<file path="src/core/pct_pkg.sv">
// Purpose: Shared constants and carriers for the pulse controller timing core
// Assumes: One 250 MHz reference clock
// Notes: Cycle counts are in reference clock cycles
package pct_pkg;

	// ----------------------------------------
	// Register map (byte addresses)
	// ----------------------------------------
	localparam logic [7:0] ENV_ONE_ADDR = 8'h00;
	localparam logic [7:0] ENV_TWO_ADDR = 8'h04;
	localparam logic [7:0] COMMAND_ADDR = 8'h08;
	localparam logic [7:0] STATUS_ADDR = 8'h0C;

	// ----------------------------------------
	// Field positions
	// ----------------------------------------
	localparam int ENV1_SENSOR_FILTER_ENABLE_BIT = 0;
	localparam int ENV1_EPW_LSB = 4;
	localparam int ENV1_ETW_LSB = 8;
	localparam int ENV2_PULSE_FILTER_ENABLE_BIT = 0;
	localparam int ENV2_ENCODER_FILTER_ENABLE_BIT = 1;
	localparam int ENV2_GO_HALT_FILTER_ENABLE_BIT = 2;
	localparam int CMD_START_BIT = 0;
	localparam int CMD_STOP_BIT = 1;
	localparam int CMD_CLEAR_BIT = 2;
	localparam int CMD_LOAD_BIT = 3;
	localparam int CMD_PAT_LSB = 8;

	localparam logic [31:0] ENV1_RESET = 32'h0000_0000;
	localparam logic [31:0] ENV2_RESET = 32'h0000_0000;

	// ----------------------------------------
	// Timing counts
	// ----------------------------------------
	localparam int RESET_DELAY_CYC = 8;
	localparam int PULSE_FILT_CYC = 3;
	localparam int ENC_FILT_CYC = 3;
	localparam int MANUAL_OFF_CYC = 131072;
	localparam int MANUAL_ON_CYC = 393216;
	localparam int SENSOR_FILT_CYC = 40;
	localparam int GOHALT_OFF_CYC = 5;
	localparam int GOHALT_ON_CYC = 393218;
	localparam int BUSY_CMD_CYC = 5;
	localparam int BUSY_EXT_CYC = 7;
	localparam int BUSY_OFF_CYC = 2;
	localparam int SELECT_DELAY_CYC = 6;
	localparam int PATTERN_BYTES = 64;
	localparam int PATTERN_COUNT = 32;
	localparam int DOWNLOAD_MIN_CYC = 594;
	localparam int FILT_W = 20;
	localparam int TIMER_W = 24;

	// Clear pulse width per code (code 111 treated as 110)
	localparam logic [TIMER_W-1:0] EPW_CYC [8] = '{
		24'd125, 24'd992, 24'd3968, 24'd15872, 24'd126976, 24'd507904, 24'd1015808, 24'd1015808};
	// Clear off timer per code (code 000 means no off time)
	localparam logic [TIMER_W-1:0] ETW_CYC [8] = '{
		24'd0, 24'd125, 24'd15872, 24'd507904, 24'd1015808, 24'd2031616, 24'd4063232, 24'd8126464};

	// ----------------------------------------
	// Carriers
	// ----------------------------------------
	typedef struct packed {
		logic pulse_a;
		logic pulse_b;
		logic enc_a;
		logic enc_b;
		logic enc_z;
		logic plus_dir;
		logic minus_dir;
		logic origin;
		logic slowdown;
		logic plus_limit;
		logic minus_limit;
		logic in_pos;
		logic halt;
		logic go;
	} pct_inputs_t;

	typedef enum logic [1:0] {
		PCT_RESETTING,
		PCT_IDLE,
		PCT_SELECT,
		PCT_LOADING
	} pct_mode_t;

endpackage

</file>
<file path="src/core/pct_core.sv">
// Purpose: Input filters, clear pulse, busy timing and memory download timing
// Assumes: Inputs synchronous to clk_in; single-word AHB-Lite access
// Notes: Filter lengths counted from the first differing sample
//
// The AHB-Lite slave port and the placing of the registers were left to the implementer.
`timescale 1ns/100ps
`default_nettype none

// Behaviour
// Reset must be held at least eight clock cycles by the outside.
// Internal reset finishes eight to nine cycles after release.
// Command pulses accepted after 1 cycle, or 3 with pulse filter.
// Manual direction needs 131072 stable cycles, or 393216 with filter.
// Encoder inputs accepted after 1 cycle, or 3 with encoder filter.
// Origin accepted after 1 cycle, or 40 with sensor filter.
// Slowdown accepted after 1 cycle, or 40 with sensor filter.
// End limits accepted after 1 cycle, or 40 with sensor filter.
// In-position accepted after 1 cycle, or 40 with sensor filter.
// Halt input needs 5 cycles, or 393218 with go/halt filter.
// Go input needs 5 cycles, or 393218 with go/halt filter.
// Clear pulse width chosen by three-bit code, 125 up to 1015808 cycles.
// Off timer after clear pulse chosen by three-bit code.
// Busy asserts 5-6 cycles after command, 7-8 after go input.
// Busy deasserts at least two cycles after completion.
// Memory serial clock period at least two reference cycles.
// Memory select changes six to seven cycles after download trigger.
// Download of one pattern takes at least 594 cycles.
// Each filter: synchroniser then stability counter updating accepted level.
// Memory holds 32 patterns of 64 bytes each.
module pct_core #(
	parameter int MANUAL_OFF = pct_pkg::MANUAL_OFF_CYC,
	parameter int MANUAL_ON = pct_pkg::MANUAL_ON_CYC,
	parameter int GOHALT_ON = pct_pkg::GOHALT_ON_CYC,
	parameter int CLEAR_SCALE = 1
) (
	input wire logic clk_in,
	input wire logic resetn_in,
	input wire logic hsel_in,
	input wire logic [31:0] haddr_in,
	input wire logic [1:0] htrans_in,
	input wire logic hwrite_in,
	input wire logic [2:0] hsize_in,
	input wire logic [31:0] hwdata_in,
	input wire logic hready_in,
	output logic [31:0] hrdata_out,
	output logic hreadyout_out,
	output logic hresp_out,
	input wire pct_pkg::pct_inputs_t raw_in,
	input wire logic motion_done_in,
	output pct_pkg::pct_inputs_t filtered_out,
	output logic deviation_counter_clear_output_out,
	output logic busy_output_out,
	output logic memory_select_output_out,
	output logic memory_clock_out,
	output logic [10:0] memory_byte_addr_out
);

	localparam int N = $bits(pct_pkg::pct_inputs_t);

	// ----------------------------------------
	// State
	// ----------------------------------------
	typedef struct packed {
		pct_pkg::pct_mode_t mode;
		logic [3:0] rst_cnt;
		logic [N-1:0] sync1;
		logic [N-1:0] sync2;
		logic [N-1:0] acc;
		logic [N-1:0][pct_pkg::FILT_W-1:0] fcnt;
		logic [31:0] env1;
		logic [31:0] env2;
		logic [4:0] pattern;
		logic ap_valid;
		logic ap_write;
		logic [7:0] ap_addr;
		logic [4:0] start_sh;
		logic [5:0] go_sh;
		logic busy;
		logic [1:0] done_sh;
		logic clr_on;
		logic clr_off;
		logic [pct_pkg::TIMER_W-1:0] clr_cnt;
		logic [2:0] sel_cnt;
		logic sel;
		logic sck;
		logic [9:0] dl_cnt;
		logic go_prev;
	} pct_state_t;

	pct_state_t s_reg;
	pct_state_t s_next;

	// ----------------------------------------
	// Filter lengths per input
	// ----------------------------------------
	logic [N-1:0][pct_pkg::FILT_W-1:0] need;
	logic [2:0] clear_pulse_width_select;
	logic [2:0] clear_off_timer_select;
	logic sensor_filter_enable;
	logic pulse_filter_enable;
	logic encoder_filter_enable;
	logic go_halt_filter_enable;
	logic [N-1:0] raw_vec;

	assign raw_vec = raw_in;
	assign sensor_filter_enable = s_reg.env1[pct_pkg::ENV1_SENSOR_FILTER_ENABLE_BIT];
	assign clear_pulse_width_select = s_reg.env1[pct_pkg::ENV1_EPW_LSB +: 3];
	assign clear_off_timer_select = s_reg.env1[pct_pkg::ENV1_ETW_LSB +: 3];
	assign pulse_filter_enable = s_reg.env2[pct_pkg::ENV2_PULSE_FILTER_ENABLE_BIT];
	assign encoder_filter_enable = s_reg.env2[pct_pkg::ENV2_ENCODER_FILTER_ENABLE_BIT];
	assign go_halt_filter_enable = s_reg.env2[pct_pkg::ENV2_GO_HALT_FILTER_ENABLE_BIT];

	// Bit order follows the struct: go is bit 0, pulse_a is bit 13
	always_comb begin
		need[13] = pulse_filter_enable ? pct_pkg::FILT_W'(pct_pkg::PULSE_FILT_CYC) : pct_pkg::FILT_W'(1);
		need[12] = need[13];
		need[11] = encoder_filter_enable ? pct_pkg::FILT_W'(pct_pkg::ENC_FILT_CYC) : pct_pkg::FILT_W'(1);
		need[10] = need[11];
		need[9] = need[11];
		need[8] = pulse_filter_enable ? pct_pkg::FILT_W'(MANUAL_ON) : pct_pkg::FILT_W'(MANUAL_OFF);
		need[7] = need[8];
		need[6] = sensor_filter_enable ? pct_pkg::FILT_W'(pct_pkg::SENSOR_FILT_CYC) : pct_pkg::FILT_W'(1);
		need[5] = need[6];
		need[4] = need[6];
		need[3] = need[6];
		need[2] = need[6];
		need[1] = go_halt_filter_enable ? pct_pkg::FILT_W'(GOHALT_ON) : pct_pkg::FILT_W'(pct_pkg::GOHALT_OFF_CYC);
		need[0] = need[1];
	end

	// ----------------------------------------
	// Bus decode
	// ----------------------------------------
	logic take;
	logic wr_now;
	logic [31:0] rd_mux;

	assign take = hsel_in && hready_in && htrans_in[1];
	assign wr_now = s_reg.ap_valid && s_reg.ap_write;

	always_comb begin
		unique case (s_reg.ap_addr)
			pct_pkg::ENV_ONE_ADDR: rd_mux = s_reg.env1;
			pct_pkg::ENV_TWO_ADDR: rd_mux = s_reg.env2;
			pct_pkg::COMMAND_ADDR: rd_mux = {27'h0000000, s_reg.pattern};
			pct_pkg::STATUS_ADDR: rd_mux = {24'h000000, s_reg.sel, s_reg.clr_off, s_reg.clr_on,
				s_reg.busy, 2'h0, s_reg.mode};
			default: rd_mux = 32'h0000_0000;
		endcase
	end

	// ----------------------------------------
	// Next state
	// ----------------------------------------
	logic go_edge;
	logic [pct_pkg::TIMER_W-1:0] width_cyc;
	logic [pct_pkg::TIMER_W-1:0] off_cyc;

	assign go_edge = s_reg.acc[0] && !s_reg.go_prev;
	assign width_cyc = pct_pkg::TIMER_W'(pct_pkg::EPW_CYC[clear_pulse_width_select] / pct_pkg::TIMER_W'(CLEAR_SCALE));
	assign off_cyc = pct_pkg::TIMER_W'(pct_pkg::ETW_CYC[clear_off_timer_select] / pct_pkg::TIMER_W'(CLEAR_SCALE));

	always_comb begin
		s_next = s_reg;
		s_next.sync1 = raw_vec;
		s_next.sync2 = s_reg.sync1;
		for (int i = 0; i < N; i++) begin
			if (s_reg.sync2[i] == s_reg.acc[i]) begin
				s_next.fcnt[i] = '0;
			end else if (s_reg.fcnt[i] + pct_pkg::FILT_W'(1) >= need[i]) begin
				s_next.acc[i] = s_reg.sync2[i];
				s_next.fcnt[i] = '0;
			end else begin
				s_next.fcnt[i] = s_reg.fcnt[i] + pct_pkg::FILT_W'(1);
			end
		end
		s_next.go_prev = s_reg.acc[0];
		s_next.ap_valid = take;
		if (take) begin
			s_next.ap_write = hwrite_in;
			s_next.ap_addr = haddr_in[7:0];
		end
		s_next.start_sh = {s_reg.start_sh[3:0], 1'b0};
		s_next.go_sh = {s_reg.go_sh[4:0], 1'b0};
		s_next.done_sh = {s_reg.done_sh[0], motion_done_in && s_reg.busy};
		s_next.sck = 1'b0;
		unique case (s_reg.mode)
			pct_pkg::PCT_RESETTING: begin
				s_next.rst_cnt = s_reg.rst_cnt + 4'h1;
				if (s_reg.rst_cnt == 4'(pct_pkg::RESET_DELAY_CYC - 1)) begin
					s_next.mode = pct_pkg::PCT_IDLE;
				end
			end
			pct_pkg::PCT_IDLE: begin
				if (wr_now && s_reg.ap_addr == pct_pkg::COMMAND_ADDR && hwdata_in[pct_pkg::CMD_LOAD_BIT]) begin
					s_next.mode = pct_pkg::PCT_SELECT;
					s_next.sel_cnt = 3'h0;
					s_next.pattern = hwdata_in[pct_pkg::CMD_PAT_LSB +: 5];
				end
			end
			pct_pkg::PCT_SELECT: begin
				s_next.sel_cnt = s_reg.sel_cnt + 3'h1;
				if (s_reg.sel_cnt == 3'(pct_pkg::SELECT_DELAY_CYC - 1)) begin
					s_next.sel = 1'b1;
					s_next.mode = pct_pkg::PCT_LOADING;
					s_next.dl_cnt = 10'h000;
				end
			end
			pct_pkg::PCT_LOADING: begin
				s_next.sck = !s_reg.sck;
				s_next.dl_cnt = s_reg.dl_cnt + 10'h001;
				if (s_reg.dl_cnt == 10'(pct_pkg::DOWNLOAD_MIN_CYC - 1)) begin
					s_next.sel = 1'b0;
					s_next.sck = 1'b0;
					s_next.mode = pct_pkg::PCT_IDLE;
				end
			end
		endcase
		if (wr_now && s_reg.mode != pct_pkg::PCT_RESETTING) begin
			if (s_reg.ap_addr == pct_pkg::ENV_ONE_ADDR) begin
				s_next.env1 = hwdata_in;
			end
			if (s_reg.ap_addr == pct_pkg::ENV_TWO_ADDR) begin
				s_next.env2 = hwdata_in;
			end
			if (s_reg.ap_addr == pct_pkg::COMMAND_ADDR && hwdata_in[pct_pkg::CMD_START_BIT] && !s_reg.busy) begin
				s_next.start_sh[0] = 1'b1;
			end
			if (s_reg.ap_addr == pct_pkg::COMMAND_ADDR && hwdata_in[pct_pkg::CMD_STOP_BIT]) begin
				s_next.done_sh[0] = s_reg.busy;
			end
			if (s_reg.ap_addr == pct_pkg::COMMAND_ADDR && hwdata_in[pct_pkg::CMD_CLEAR_BIT]
				&& !s_reg.clr_on && !s_reg.clr_off) begin
				s_next.clr_on = 1'b1;
				s_next.clr_cnt = width_cyc;
			end
		end
		if (go_edge && !s_reg.busy && s_reg.mode == pct_pkg::PCT_IDLE) begin
			s_next.go_sh[0] = 1'b1;
		end
		if (s_reg.acc[1] && s_reg.busy) begin
			s_next.done_sh[0] = 1'b1;
		end
		// Busy 5 cycles after command data, 7 after filtered go
		if (s_reg.start_sh[4] || s_reg.go_sh[5]) begin
			s_next.busy = 1'b1;
		end else if (s_reg.done_sh[1]) begin
			s_next.busy = 1'b0;
		end
		// Clear pulse then off time
		if (s_reg.clr_on || s_reg.clr_off) begin
			if (s_reg.clr_cnt <= pct_pkg::TIMER_W'(1)) begin
				s_next.clr_on = 1'b0;
				s_next.clr_off = s_reg.clr_on && off_cyc != '0;
				s_next.clr_cnt = off_cyc;
			end else begin
				s_next.clr_cnt = s_reg.clr_cnt - pct_pkg::TIMER_W'(1);
			end
		end
	end

	// ----------------------------------------
	// Registers
	// ----------------------------------------
	always_ff @(posedge clk_in) begin
		if (!resetn_in) begin
			s_reg <= '0;
			s_reg.mode <= pct_pkg::PCT_RESETTING;
			s_reg.env1 <= pct_pkg::ENV1_RESET;
			s_reg.env2 <= pct_pkg::ENV2_RESET;
		end else begin
			s_reg <= s_next;
		end
	end

	// ----------------------------------------
	// Outputs
	// ----------------------------------------
	assign hreadyout_out = 1'b1;
	assign hresp_out = 1'b0;
	assign hrdata_out = rd_mux;
	assign filtered_out = s_reg.acc;
	assign deviation_counter_clear_output_out = s_reg.clr_on;
	assign busy_output_out = s_reg.busy;
	assign memory_select_output_out = s_reg.sel;
	assign memory_clock_out = s_reg.sck;
	assign memory_byte_addr_out = {s_reg.pattern, 6'h00};

endmodule

`default_nettype wire

</file>
<file path="config.mk">
export PLATFORM = sky130hd
export DESIGN_NAME = pct_core
export DESIGN_NICKNAME = d
export VERILOG_FILES = /design/src/core/pct_pkg.sv /design/src/core/pct_core.sv
export SDC_FILE = /design/constraint.sdc
export NUM_CORES = 1
export LEC_CHECK = 0
export BUFFER_PORTS_ARGS = -buffer_cell sky130_fd_sc_hd__buf_2
export CELL_PAD_IN_SITES_DETAIL_PLACEMENT = 0
export CELL_PAD_IN_SITES_GLOBAL_PLACEMENT = 2
export CORE_MARGIN = 5
export CORE_UTILIZATION = 34
export CTS_CLUSTER_DIAMETER = 80
export CTS_CLUSTER_SIZE = 25
export DETAILED_ROUTE_END_ITERATION = 10
export GPL_TIMING_DRIVEN = 0
export PLACE_DENSITY_LB_ADDON = 0.1
export SYNTH_ARGS = -nofsm -noshare
export SYNTH_HDL_FRONTEND = slang
export SYNTH_SLANG_ARGS = --single-unit
</file>
<file path="constraint.sdc">
create_clock -name clk_in -period 3.2 [get_ports clk_in]
set_clock_uncertainty 0.2 [all_clocks]
set_input_delay 0.96 -clock clk_in [delete_from_list [all_inputs] [get_ports clk_in]]
set_output_delay 0.96 -clock clk_in [all_outputs]
set_load 0.02 [all_outputs]
</file>
# Yosys cells after proc, flatten, opt, wreduce, memory -nomap -nowiden
# Memory sizes are Yosys's and may differ from the RTL's.
# Index checks and enable logic that the tools add are counted.
# Widths: inputs -> output; s select.
# op_classes
n_bitwise,18
order_cmp,17
n_eq_ne,27
n_reduce_logical,73
mux,35
addsub,18
# ops
op,n
$add 20x1->20 const B,14
$mux 24,7
$pmux 32 s4,1
$ge 20x2->1,5
$ge 20x6->1,5
$ge 20x19->1,4
$reduce_or 3->1,15
$reduce_and 2->1,22
$mux 19,2
$mux 26,1
$le 24x1->1 const B,1
$reduce_bool 24->1,1
$sub 24x1->24 const B,1
$pmux 10 s2,1
$logic_and 1x1->1,18
$mux 2,9
$eq 8x4->1 const B,2
$not 1->1,16
$eq 1x1->1,14
$reduce_bool 2->1,6
$add 10x1->10 const B,1
$eq 10x10->1 const B,1
$mux 10,1
$eq 8x3->1 const B,1
21 further kinds,39
# totals
inputBits,89
rom_bits,384
memories,2
regBits,463
# mem_list
name,words,word_bits,read_ports,rd_ports_with_merged_regs,wr,line_no,rtl
(name not given),8,24,1,0,0,pct_core.sv:161,assign off_cyc = pct_pkg::TIMER_W'(pct_pkg::ETW_CYC[clear_off_timer_select] / pct_pkg::TIMER_W'(CLEAR_SCALE));
(name not given),8,24,1,0,0,pct_core.sv:160,assign width_cyc = pct_pkg::TIMER_W'(pct_pkg::EPW_CYC[clear_pulse_width_select] / pct_pkg::TIMER_W'(CLEAR_SCAL ...

# Depth between registers and ports, before layout
# depth
depth_word,8
ltp_mapped,14

# Worst setup path before layout
# Ideal clock, no wire load.
# synth_path
path_type,reg2reg
startpoint,register s_reg[138] (netlist name)
endpoint,register s_reg[146] (netlist name)
synth_period_minus_slack_ns,3.295
arrival_time_ns,3.030
stages_incl_launch_ff,14
setup_ns,0.065
path_slack_ns,-0.095
required_ns,2.935
path_cell_list,dfxtp_1 > clkbuf_1 > and4_1 > buf_2 > nand4_1 > or3_1 > xnor2_1 > ha_1 > a2111oi_0 > nand4_1 > o31ai_1 > nand4_1 > clkbuf_1 > nor2_1
# synth_between
elab_chain_len,3
# synth_rtl
item,line_no,rtl
"start, declared",pct_core.sv:90,pct_state_t s_reg;
"start signal, assigned",pct_core.sv:272,s_reg <= s_next;
$add 20x1->20 *,"pct_core.sv:170, pct_core.sv:174",
$ge 20x19->1,pct_core.sv:170,end else if (s_reg.fcnt[i] + pct_pkg::FILT_W'(1) >= need[i]) begin
$reduce_or 3->1 (no source line),-,
# Mark *: on every way between the ends. The rest lies on a longest branch, timed or not.
# A chain may end at the register's enable or synchronous reset.

# Worst setup path after layout
# layout_path
startpoint,register s_reg[62] (netlist name)
endpoint,output port hrdata_out[24]
# layout_between
elab_chain_len,2
word_cells_on_any_way,5
cone_classes,eq/ne: 3; mux: 1; reduce/logical: 1
# layout_rtl
item,line_no,rtl
$eq 8x4->1 (tied with other cells),pct_core.sv:142,unique case (s_reg.ap_addr)
$pmux 32 s4 *,pct_core.sv:142,
"end, declared",pct_core.sv:45,"output logic [31:0] hrdata_out,"
# Marks and branches as above.

==> results.json <==
{
  "place.gp.congestion": 0.806,
  "die_h_um": 256,
  "largest_reg_flops": 407,
  "timing.fmax_ghz": 0.298,
  "dieArea_sq_um": 65400,
  "worst_slew_pin_slew_ns": 1.14,
  "drc_errors": 0,
  "top_usage_layer": "met2",
  "critPathArrivalTime_ns": 2.20,
  "cts.reportedPaths.clkPinSlew_ns": 0.09,
  "cap_viol_max_count": 0,
  "hpwl_um": 39900,
  "final_cells": 3469,
  "synth-async-reset-ratio_pct": 0,
  "drive_gt1_share_pct": 15.9,
  "yosysMostFrequentCell": "dfxtp_1",
  "ys_top_cells_by_area": "dfxtp_1 (45%), nand2_1 (5.0%), xnor2_1 (3.8%), nor2_1 (3.6%), ha_1 (3.4%)",
  "cp_common_cell": "buf_6",
  "yosys-top-cells-count": "dfxtp_1 (463), nand2_1 (271), nor2_1 (197), a21oi_1 (121), nand3_1 (111)",
  "syn_inst": 2303,
  "drt-wirelength-per-cell_um": 16.0,
  "start_kind": "flop",
  "yosys.area_share.simple_pct": 26.6,
  "reg2reg_depth": 18,
  "peakVddDrop_uv": 338,
  "synth_top_family_by_area": "simple AND/OR/NAND/NOR gates",
  "synth_mux_area_share_pct": 2.41,
  "area_growth_pct": 22.0,
  "worstPathMaxFanout": 7,
  "synth_top_area_share_pct": 45.2,
  "yosysSeqAreaShare_pct": 45.2,
  "rsz0062_at_grt": "yes",
  "root_buffer": "clkbuf_16",
  "crit_required_ns": 2.04,
  "cts.sinks": 463,
  "pre_cts_slack_ns": -1.34,
  "power.leakage_nw": 9.55,
  "core-area_sq_um": 60000,
  "drtIter0Drc": 694,
  "placed_area_sq_um": 22700,
  "crit_type": "flop to output port",
  "ys_types": 92,
  "setup_violations": 24,
  "grt_max_degree": 26,
  "grtUsageMet1_pct": 22.1,
  "yosys_warnings": 0,
  "num_vias": 16900,
  "synth_xor_area_share_pct": 7.04,
  "synth_edf_count": 0,
  "grt_pass1_wl_um": 88500,
  "cts_tree": "yes",
  "synth_seq_cells": 463,
  "grtUsageMet3_pct": 3.17,
  "finalHoldViolCount": 0,
  "synthesis.area_sq_um": 20500,
  "synth_top_flop_cell": "dfxtp_1",
  "clk_latency_ns": 0.57,
  "cts_max_level": 2,
  "fin_crit_ns": 3.36,
  "cts_max_path_buffers": 3,
  "nNetsFinal": 2804,
  "synth_top_area_cell": "dfxtp_1",
  "synth_fa_ha_area_share_pct": 3.40,
  "crit_path_end_kind": "output port",
  "rows": 90,
  "period_share_pct": 105,
  "max_slew_margin_pct": 24.2,
  "crit_chain": "nor4_4 -> buf_6 -> nand2_8 -> nor3_4 -> buf_12 -> clkbuf_16 -> a22o_1 -> buf_6",
  "synth-compound-area-share_pct": 11.6,
  "cts-buffers-inserted": 35,
  "postSynthAreaPerCell_sq_um": 8.91,
  "die_width_um": 256,
  "dp_cells": 3369,
  "start_util_pct": 34.2,
  "cp_slowest_cell": "dfxtp_2",
  "ios": 152,
  "critPathMaxStageDelay_ns": 0.34,
  "violations": "negative setup slack",
  "route.antenna.remaining_nets": 0,
  "powerDensity_nw_per_um2": 464,
  "grt_use_total_pct": 16.4,
  "viasPerCell": 4.88,
  "overflow": 0,
  "status": "finished with violations",
  "firstDrtPassIters": 5,
  "grt_pass1_vias": 16500,
  "wirelength_um": 55500,
  "maxSlewViolCount": 0,
  "worst_slack_ns": -0.159,
  "stdcell_area_sq_um": 25000,
  "whs_path_depth": 1,
  "port_buffers": 114,
  "hp-class": "flop to flop",
  "antenna_found_initial": 7,
  "met2_usage_pct": 26.9
}
-- worst max-delay path: cells and delay by family (launching register included) --
kind	cells	cell delay [ns]
buffers and inverters	4	0.62
AND/OR/NAND/NOR	3	0.50
flip-flops	1	0.34
AO/OA/AOI/OAI	1	0.17
-- final cells by class --
class                   count  area (sq um)
plain buffers             100           646
well taps                 782           978
multi-input cells        1849         11500
repair buffers            158          1120
diodes                      1          2.50
clock inverters            23           310
flip-flops and latches    463          9330
clock buffers              40           957
inverters                  53           203
fillers                  6071         35000
-- layer usage --
metal	routed length, um	up-vias
met5	46	-
met4	1130	6
met3	2350	80
met2	25300	237
met1	26600	7889
li1	-	8722
-- final timing paths --
check                                 from              to  slack (ns)
worst max-delay path             s_reg[62]  hrdata_out[24]       -0.16
worst min-delay path              s_reg[0]      s_next[46]        0.21
worst max register to register  s_reg[138]      s_reg[147]        0.14
worst min register to register    s_reg[0]      s_next[46]        0.21
-- report_power, final --
group,switching [W],internal (W),leakage [nW],total [W]
clock network,0.00248,0.00248,0.616,0.00496
logic,0.000351,0.000265,5.12,0.000616
registers,0.000137,0.00591,3.82,0.00604
-- metrics by stage --
stage / utilization (%) / TNS [ns] / total power (W) / hold WS, ns
after floorplan: - / 0 / 0.00649 / 0.174
after global placement: 37.9 / -102.28 / 0.00670 / 0.181
after detailed placement: 37.9 / -109.73 / 0.00671 / 0.201
after CTS: 41.1 / -5.23 / 0.0118 / 0.206
after global routing: 41.7 / -4.92 / 0.0121 / 0.204
final: 41.7 / -3.18 / 0.0116 / 0.213
-- kinds of logic after synthesis --
| kind of cell | Yosys count |
|---|---|
| simple gates | 1043 |
| flops | 463 |
| compound gates | 369 |
| xor+xnor | 165 |
| buf+inv | 161 |
| fa+ha+maj | 56 |
| mux | 44 |
| other cells | 2 |
-- repair_timing --
| action | 4_1_cts | 5_1_grt |
|---|---|---|
| setup buffers | 23 | 18 |
| gates cloned | 4 | 0 |
| pin swaps | 30 | 31 |
| gates resized for setup | 128 | 83 |
| setup endpoints to repair | 224 | 129 |
| hold buffers | 0 | 0 |
-- cells in the final DEF, fill, tap and decap left out, types with 8 or more instances in the layout --
cell       instances
a31oi_1           24
or3_1             25
buf_6             37
or2_2             10
buf_2             91
o21ai_0           67
nor3_1            55
xnor2_1           86
nand3_1          108
xor2_1            76
nand2_1          270
conb_1           172
nor2_1           186
nand4_1           79
or4_1              9
and4_1            29
ha_1              51
clkbuf_1          46
and2_1            58
dfxtp_1          432
dfxtp_2           24
nor2b_1           27
mux2i_1           27
o22ai_1           10
and3_1            37
mux2_2            14
nor3b_1           10
a211oi_1          14
o31ai_1           11
inv_1             52
a211o_1            8
nor2_2             9
clkbuf_16         39
a22o_1            19
buf_4             65
nand2b_1          16
nor4_1            32
a21oi_1          121
Power figures use the tool's default switching activity.
